$ cat config.mk
export PLATFORM = sky130hd
export DESIGN_NAME = clock_control
export DESIGN_NICKNAME = d
export VERILOG_FILES = /design/src/rtl/clock_control.v
export VERILOG_INCLUDE_DIRS = /design/src /design/src/rtl
export SDC_FILE = /design/constraint.sdc
export NUM_CORES = 1
export LEC_CHECK = 0
export BUFFER_PORTS_ARGS = -buffer_cell sky130_fd_sc_hd__buf_2
export CORE_ASPECT_RATIO = 0.9
export CORE_MARGIN = 2
export CORE_UTILIZATION = 45
export CTS_CLUSTER_SIZE = 28
export DETAILED_ROUTE_END_ITERATION = 12
export HOLD_SLACK_MARGIN = 0.06
export PLACE_DENSITY = 0.74
export SYNTH_ARGS = -nofsm -noshare
export SYNTH_HDL_FRONTEND = slang
export SYNTH_SLANG_ARGS = --single-unit
$ cat constraint.sdc
create_clock -name pclk -period 2.7 [get_ports pclk]
set_clock_uncertainty 0.1 [all_clocks]
set_input_delay 0.27 -clock pclk [delete_from_list [all_inputs] [get_ports pclk]]
set_output_delay 0.27 -clock pclk [all_outputs]
set_load 0.01 [all_outputs]
$ cat src/rtl/clk_ctrl_defs.vh
`ifndef CLK_CTRL_DEFS_VH
`define CLK_CTRL_DEFS_VH

// ****************************************************************
// register byte offsets
// ****************************************************************
`define OFS_OSC_CTRL   8'h00
`define OFS_AUX_CTRL   8'h04
`define OFS_REF_CTRL   8'h08
`define OFS_RAND_SHIFT 8'h0c
`define OFS_UNLOCK     8'h10

// ****************************************************************
// reset values
// ****************************************************************
`define AUX_CTRL_RST   16'h2700
`define REF_CTRL_RST   16'h0000
`define RAND_RST       15'h0000

// ****************************************************************
// unlock keys, written in order to the unlock register
// ****************************************************************
`define UNLOCK_KEY1    8'h46
`define UNLOCK_KEY2    8'h57

// ****************************************************************
// source codes and hand-over count
// ****************************************************************
`define SRC_FRC        3'h0
`define SRC_FRC_PLL    3'h1
`define SRC_PRI        3'h2
`define SRC_PRI_PLL    3'h3
`define SRC_LOW_POWER_INTERNAL_RC       3'h5
`define HANDOVER_CYC   4'ha

`endif

$ cat src/rtl/clock_control.v
// Decided for this implementation: the register addresses and the APB interface to the registers.
`timescale 1ns/1ps
`default_nettype none
`include "clk_ctrl_defs.vh"

module clock_control (
  // apb slave
  input  wire        pclk,
  input  wire        presetn,
  input  wire        psel,
  input  wire        penable,
  input  wire        pwrite,
  input  wire [7:0]  paddr,
  input  wire [31:0] pwdata,
  output reg  [31:0] prdata,
  output wire        pready,
  output wire        pslverr,
  // configuration word straps
  input  wire        switch_permit_config_bit,
  input  wire [2:0]  initial_source_config,
  input  wire        fail_safe_config_enable,
  input  wire        watchdog_enable,
  // oscillator and pll status
  input  wire        osc_startup_done,
  input  wire        pll_locked,
  input  wire        new_clock_tick,
  input  wire        clock_fail_event,
  input  wire        aux_pll_lock_in,
  // tick sources and power state
  input  wire        crystal_tick,
  input  wire        pwm_clock_tick,
  input  wire        sleep_mode,
  // clock tree controls
  output reg  [7:0]  osc_enable,
  output wire [2:0]  system_clock_select,
  output wire        fail_safe_active,
  output wire        aux_pll_enable,
  output wire        aux_divider_source_select,
  output wire [8:0]  aux_divide_ratio,
  output wire [1:0]  aux_reference_select,
  // reference clock pin
  output reg         reference_clock_pin
);

  // ****************************************************************
  // sequencer states
  // ****************************************************************
  localparam [1:0] ST_IDLE  = 2'd0;
  localparam [1:0] ST_WAIT  = 2'd1;
  localparam [1:0] ST_COUNT = 2'd2;

  // ****************************************************************
  // functions
  // ****************************************************************
  // one-hot oscillator enable for a source code
  function [7:0] src_onehot;
    input [2:0] code;
    begin
      src_onehot = 8'h01 << code;
    end
  endfunction

  // aux divider code to divide ratio
  function [8:0] aux_ratio;
    input [2:0] code;
    begin
      if (code == 3'h0) begin
        aux_ratio = 9'h100;
      end else begin
        aux_ratio = 9'h001 << (3'h7 - code);
      end
    end
  endfunction

  // ****************************************************************
  // state
  // ****************************************************************
  reg [2:0]  cur_src_reg;    // current source code
  reg [2:0]  new_src_reg;    // requested source code
  reg        req_reg;        // switch request
  reg        lock_reg;       // pll lock status
  reg        fail_reg;       // clock fail flag
  reg [1:0]  state_reg;      // switch sequencer
  reg [3:0]  hand_cnt_reg;   // new-clock cycle count
  reg        boot_done_reg;  // straps captured
  reg [1:0]  unlock_reg;     // unlock key progress
  reg [15:0] aux_reg;        // aux clock control
  reg [15:0] ref_reg;        // reference output control
  reg [14:0] rand_reg;       // random shift value
  reg [14:0] ref_cnt_reg;    // reference divider counter

  // ****************************************************************
  // apb decode
  // ****************************************************************
  wire setup   = psel & ~penable;
  wire access  = psel & penable;
  wire wr      = access & pwrite;
  wire mapped  = (paddr == `OFS_OSC_CTRL) | (paddr == `OFS_AUX_CTRL) |
                 (paddr == `OFS_REF_CTRL) | (paddr == `OFS_RAND_SHIFT) |
                 (paddr == `OFS_UNLOCK);
  // zero-wait slave, unmapped addresses answer with an error
  assign pready  = 1'b1;
  assign pslverr = access & ~mapped;

  wire wr_osc    = wr & (paddr == `OFS_OSC_CTRL) & unlock_reg[1];
  wire wr_aux    = wr & (paddr == `OFS_AUX_CTRL);
  wire wr_ref    = wr & (paddr == `OFS_REF_CTRL);
  wire wr_rand   = wr & (paddr == `OFS_RAND_SHIFT);
  wire wr_unlock = wr & (paddr == `OFS_UNLOCK);

  // ****************************************************************
  // switch permission
  // ****************************************************************
  // programmed to zero means switching and monitor allowed
  wire permit = ~switch_permit_config_bit;
  assign fail_safe_active = permit & fail_safe_config_enable;

  // readiness of the requested source
  wire need_xtal = (new_src_reg == `SRC_PRI) |
                   (new_src_reg == `SRC_PRI_PLL);
  wire need_pll  = (new_src_reg == `SRC_FRC_PLL) |
                   (new_src_reg == `SRC_PRI_PLL);
  wire src_ready = (~need_xtal | osc_startup_done) &
                   (~need_pll | lock_reg);

  wire start_sw  = (state_reg == ST_IDLE) & req_reg &
                   (new_src_reg != cur_src_reg);
  wire done_sw   = (state_reg == ST_COUNT) & new_clock_tick &
                   (hand_cnt_reg == `HANDOVER_CYC - 4'h1);

  assign system_clock_select = cur_src_reg;

  // ****************************************************************
  // unlock sequence
  // ****************************************************************
  // two keys in order arm exactly one oscillator control write;
  // any other write breaks the sequence
  always @(posedge pclk or negedge presetn) begin
    if (!presetn) begin
      unlock_reg <= 2'd0;
    end else if (wr_unlock && pwdata[7:0] == `UNLOCK_KEY1) begin
      unlock_reg <= 2'd1;
    end else if (wr_unlock && pwdata[7:0] == `UNLOCK_KEY2 &&
                 unlock_reg == 2'd1) begin
      unlock_reg <= 2'd2;
    end else if (wr) begin
      unlock_reg <= 2'd0;
    end
  end

  // ****************************************************************
  // clock switch sequencer
  // ****************************************************************
  // presetn is the power-on reset; no other reset reaches here
  always @(posedge pclk or negedge presetn) begin
    if (!presetn) begin
      cur_src_reg   <= 3'h0;
      new_src_reg   <= 3'h0;
      req_reg       <= 1'b0;
      state_reg     <= ST_IDLE;
      hand_cnt_reg  <= 4'h0;
      boot_done_reg <= 1'b0;
    end else if (!boot_done_reg || !permit) begin
      // straps captured after release, followed while switching off
      cur_src_reg   <= initial_source_config;
      new_src_reg   <= initial_source_config;
      req_reg       <= 1'b0;
      state_reg     <= ST_IDLE;
      hand_cnt_reg  <= 4'h0;
      boot_done_reg <= 1'b1;
    end else begin
      case (state_reg)
        ST_IDLE: begin
          if (req_reg && new_src_reg == cur_src_reg) begin
            req_reg <= 1'b0;
          end else if (req_reg) begin
            state_reg <= ST_WAIT;
          end else if (wr_osc) begin
            // new code accepted only between switches
            new_src_reg <= pwdata[10:8];
            req_reg     <= pwdata[0];
          end
        end
        ST_WAIT: begin
          if (src_ready) begin
            state_reg    <= ST_COUNT;
            hand_cnt_reg <= 4'h0;
          end
        end
        ST_COUNT: begin
          if (done_sw) begin
            cur_src_reg <= new_src_reg;
            req_reg     <= 1'b0;
            state_reg   <= ST_IDLE;
          end else if (new_clock_tick) begin
            hand_cnt_reg <= hand_cnt_reg + 4'h1;
          end
        end
        default: begin
          state_reg <= ST_IDLE;
        end
      endcase
    end
  end

  // ****************************************************************
  // lock and fail status
  // ****************************************************************
  // a fail event in the clearing cycle still sets the flag
  always @(posedge pclk or negedge presetn) begin
    if (!presetn) begin
      lock_reg <= 1'b0;
      fail_reg <= 1'b0;
    end else begin
      if (start_sw) begin
        lock_reg <= 1'b0;
      end else begin
        lock_reg <= pll_locked;
      end
      if (clock_fail_event && fail_safe_active) begin
        fail_reg <= 1'b1;
      end else if (start_sw || (wr_osc && !pwdata[3])) begin
        fail_reg <= 1'b0;
      end
    end
  end

  // ****************************************************************
  // oscillator enables
  // ****************************************************************
  // the running source, the one being started and, with watchdog or fail safe on,
  // the low-power rc stay on, so any other old source drops at the hand-over
  always @(posedge pclk or negedge presetn) begin
    if (!presetn) begin
      osc_enable <= 8'h00;
    end else begin
      osc_enable <= src_onehot(cur_src_reg) |
                    ((state_reg != ST_IDLE) ?
                     src_onehot(new_src_reg) : 8'h00) |
                    ((watchdog_enable | fail_safe_active) ?
                     src_onehot(`SRC_LOW_POWER_INTERNAL_RC) : 8'h00);
    end
  end

  // ****************************************************************
  // aux and reference control registers
  // ****************************************************************
  // unimplemented bits never store; lock bit is live status
  always @(posedge pclk or negedge presetn) begin
    if (!presetn) begin
      aux_reg <= `AUX_CTRL_RST;
      ref_reg <= `REF_CTRL_RST;
    end else begin
      if (wr_aux) begin
        aux_reg <= {pwdata[15], 1'b0, pwdata[13], 2'b00,
                    pwdata[10:6], 6'h00};
      end
      if (wr_ref) begin
        // divider field written regardless; software disables first
        ref_reg <= {pwdata[15], 1'b0, pwdata[13:8], 8'h00};
      end
    end
  end

  assign aux_pll_enable            = aux_reg[15];
  wire   aux_locked                = aux_reg[15] & aux_pll_lock_in;
  assign aux_divider_source_select = aux_reg[13];
  assign aux_divide_ratio          = aux_ratio(aux_reg[10:8]);
  // 2'b10 fast rc, 2'b01 primary, 2'b00 no clock
  assign aux_reference_select = aux_reg[6] ? 2'b10 :
                                (aux_reg[7] ? 2'b01 : 2'b00);

  // ****************************************************************
  // reference clock divider
  // ****************************************************************
  wire ref_tick = ref_reg[12] ? crystal_tick : 1'b1;
  wire ref_run  = ref_reg[15] &
                  (~sleep_mode | ref_reg[13]);

  // counter bit k toggles every 2^k ticks, giving divide by 2^(k+1);
  // code 0 passes ticks, so system clock at code 0 shows a high level
  always @(posedge pclk or negedge presetn) begin
    if (!presetn) begin
      ref_cnt_reg         <= 15'h0000;
      reference_clock_pin <= 1'b0;
    end else if (!ref_run) begin
      ref_cnt_reg         <= 15'h0000;
      reference_clock_pin <= 1'b0;
    end else begin
      if (ref_tick) begin
        ref_cnt_reg <= ref_cnt_reg + 15'h0001;
      end
      if (ref_reg[11:8] == 4'h0) begin
        reference_clock_pin <= ref_tick;
      end else begin
        reference_clock_pin <= ref_cnt_reg[ref_reg[11:8] - 4'h1];
      end
    end
  end

  // ****************************************************************
  // random shift value
  // ****************************************************************
  // xnor feedback keeps all-zeros a legal seed after reset
  always @(posedge pclk or negedge presetn) begin
    if (!presetn) begin
      rand_reg <= `RAND_RST;
    end else if (wr_rand) begin
      rand_reg <= pwdata[14:0];
    end else if (pwm_clock_tick) begin
      rand_reg <= {rand_reg[13:0],
                   ~(rand_reg[14] ^ rand_reg[13])};
    end
  end

  // ****************************************************************
  // read data, captured in the setup cycle
  // ****************************************************************
  always @(posedge pclk or negedge presetn) begin
    if (!presetn) begin
      prdata <= 32'h0000_0000;
    end else if (setup && !pwrite) begin
      case (paddr)
        `OFS_OSC_CTRL: begin
          prdata <= {17'h00000, cur_src_reg, 1'b0, new_src_reg,
                     2'b00, lock_reg, 1'b0, fail_reg, 2'b00,
                     req_reg};
        end
        `OFS_AUX_CTRL: begin
          prdata <= {16'h0000, aux_reg[15], aux_locked,
                     aux_reg[13:0]};
        end
        `OFS_REF_CTRL: begin
          prdata <= {16'h0000, ref_reg};
        end
        `OFS_RAND_SHIFT: begin
          prdata <= {17'h00000, rand_reg};
        end
        `OFS_UNLOCK: begin
          prdata <= {30'h00000000, unlock_reg};
        end
        default: begin
          prdata <= 32'h0000_0000;
        end
      endcase
    end
  end

endmodule

`default_nettype wire
==> impl_metrics.toml <==
[status]
outcome = "completed"

[layout]
num-nets-final = 608
synthToLayoutAreaGrowth_pct = 18.0
most-common-layout-cells = "dfrtp_1, buf_2, nor2_1"
largest_reg_flops = 16
antenna_cells = 0
drive_above_1_share = 0.261

[synth]
synthMuxAreaShare = 0.133
synth-compound-area-share = 0.112
syn_avg_cell_area_um2 = 10.1
synthAdderAreaFrac = 0.0134
synth_area_um2 = 4670
synth.top_cells.by_area = "dfrtp_1, mux2i_1, mux2_2, nor2_1, nand2_1"
synth_edf_count = 0
synth_top_area_frac = 0.445
netlist_instances = 461
post-synth-top-area-cell = "dfrtp_1"
synthXorXnorAreaFrac = 0.0300
ys.warnings.count = 0
synthArstFlopShare = 1.00
synth_cell_type_count = 55
yosys.area_share.simple = 0.185
ys_ff_latch = 87
seq_area_frac_synth = 0.467
synth_top_family_by_area = "simple AND/OR/NAND/NOR gates"
ys.flop_type = "dfrtp_1"

[floorplan]
io_pins = 119
die-area_um2 = 11200
start_util = 0.460
core_area_um2 = 10200
fp.dieH_um = 101
die_w_um = 111
rows = 35

[power]
power.leakage_nw = 2.56
ir_drop_mv = 0.348
p_clk_frac = 0.401
internal_power_mw = 2.46
power.switching_uw = 824
power_mw = 3.28
pwr-share-seq = 0.474
power_frac_comb = 0.125
p_per_area_nw_per_um2 = 595
p_sw_frac = 0.251

[drt]
drc = 0
wl_per_cell_um = 15.7
drt-initial-drc-count = 191
ant_nets = 0
firstDrtPassIters = 5
routed_wl_mm = 10.6
vias = 3703
via_per_inst = 5.47

[setup_path]
cp_slowest_cell = "mux4_2"
path_class = "reg -> reg"
max_stage_delay_ps = 530
critPathCaptureType = "register"
crit_arrival_ps = 2420
cp_max_fo = 5
path_cells = "inv_1, ha_1, xor2_1, mux4_2, or3b_2, o21ai_0, nor4_1"
cp_top_family = "multiplexers"
ff2ff_setup_slack_ps = 380
critPathBufInv = 1
required_ps = 2800
cp-start-kind = "register"

[placed_design]
place_hpwl_mm = 7.68
port_buffers = 84
routabilityCongestion = 0.844

[timing]
rsz0062_at_grt = "false"
setup_viol = 0
tightestPinTransition_ps = 820
fin_crit_ps = 2320
finalCritPeriodShare = 0.861
slew_headroom = 0.452
slew_viol_final = 0
fin_tns_setup_ps = 0
hold_viol = 0
max_freq_ghz = 0.430

[cts]
htreeDepth = 3
cts_tree = "done"
clkTransAtPathRegs_ps = 60
insertion_delay_ps = 330
numCtsBuffers = 9
cts_setup_buffers = 0
cts_sinks = 87
clock-root-buffer = "clkbuf_16"
cts.path.max_buffers = 2

[worst_hold_path]
hp-class = "in -> reg"

[global_routing]
antenna_found_initial = 0
grt_util_all_layers = 0.194
grt_pass1_vias = 3568
grt.overflow.total = 0
grt_max_degree = 88
grt_first_pass_wirelength_mm = 17.6

[job]
maxCapViolations = 0
==> path summary, 6_finish.rpt <==
path / end / depth (start not counted) / from
worst max-delay path: reference_clock_pin / 7 / ref_reg[9]
worst min-delay path: ref_reg[15] / 2 / pwdata[15]
worst max register to register: reference_clock_pin / 7 / ref_reg[9]
worst min register to register: prdata[4] / 2 / prdata[4]
max in group asynchronous: aux_reg[13] / 3 / presetn
min in group asynchronous: ref_cnt_reg[5] / 3 / presetn
==> logic make-up after synthesis <==
logic type / after synthesis
muxes: 51
xor gates and xnor gates: 16
buffers and inverters: 50
adders and majority gates: 5
and+or+nand+nor: 169
DFF: 87
AOI/OAI and AO/OA: 81
other: 2
==> worst register-to-register path, cell delays in order, from the launching register on <==
cell and delay (ps):
dfrtp_1 420, inv_1 110, ha_1 200, xor2_1 240
mux4_2 530, or3b_2 440, o21ai_0 80, nor4_1 80
==> power by group through the flow <==
stage / Combinational (mW) / Clock, mW / Sequential (mW)
6_report: 0.410 / 1.31 / 1.55
5_1_grt: 0.456 / 1.39 / 1.57
4_1_cts: 0.414 / 1.33 / 1.55
3_3_place_gp: 0.387 / 0 / 1.56
2_1_floorplan: 0.293 / 0 / 1.52
3_5_place_dp: 0.402 / 0 / 1.57
==> what timing repair did <==
action / CTS / global route
hold buffers: 5 / 0
hold endpoints to repair: 87 / 0
gates resized for setup: 0 / 0
==> synthesized netlist by cell type, types with 4 or more instances <==
master / n
a22oi_1: 5
nor2b_1: 7
nand3_1: 13
o31ai_1: 11
inv_1: 9
clkbuf_1: 18
o21ai_0: 16
xnor2_1: 13
mux2_2: 17
nor2_1: 50
dfstp_2: 4
buf_4: 19
dfrtp_1: 83
a21oi_1: 31
nand2_1: 46
mux4_2: 7
or3_1: 5
ha_1: 5
nand2b_1: 7
and2_1: 4
nor3b_1: 6
mux2i_1: 27
nor3_1: 8
==> metal layers <==
| metal | track usage | routed length, um |
|---|---|---|
| met1 | 0.267 | 4840 |
| met2 | 0.318 | 5010 |
| met3 | 0.0391 | 632 |
| met4 | 0.0541 | 168 |
| met5 | 0 | 0 |
==> layout make-up <==
type | count | area [um2]
Fill cell | 915 | 4650
Tap cell | 129 | 161
Sequential cell | 87 | 2180
Inverter | 9 | 33.8
Clock inverter | 3 | 67.6
Multi-Input combinational cell | 341 | 2280
Clock buffer | 12 | 246
Timing Repair Buffer | 96 | 538
==> per-stage QoR <==
step	cell area, um2	setup slack (ps)	util	cells	hold WS (ps)
floorplan	4730	107	-	478	-126
global placement	5150	352	0.507	657	239
detailed placement	5150	317	0.507	657	242
CTS	5510	388	0.542	677	79.6
global route	5510	254	0.542	677	87.7
finish	5510	376	0.542	677	88.1
No activity file was read; power rests on OpenSTA's default activity.
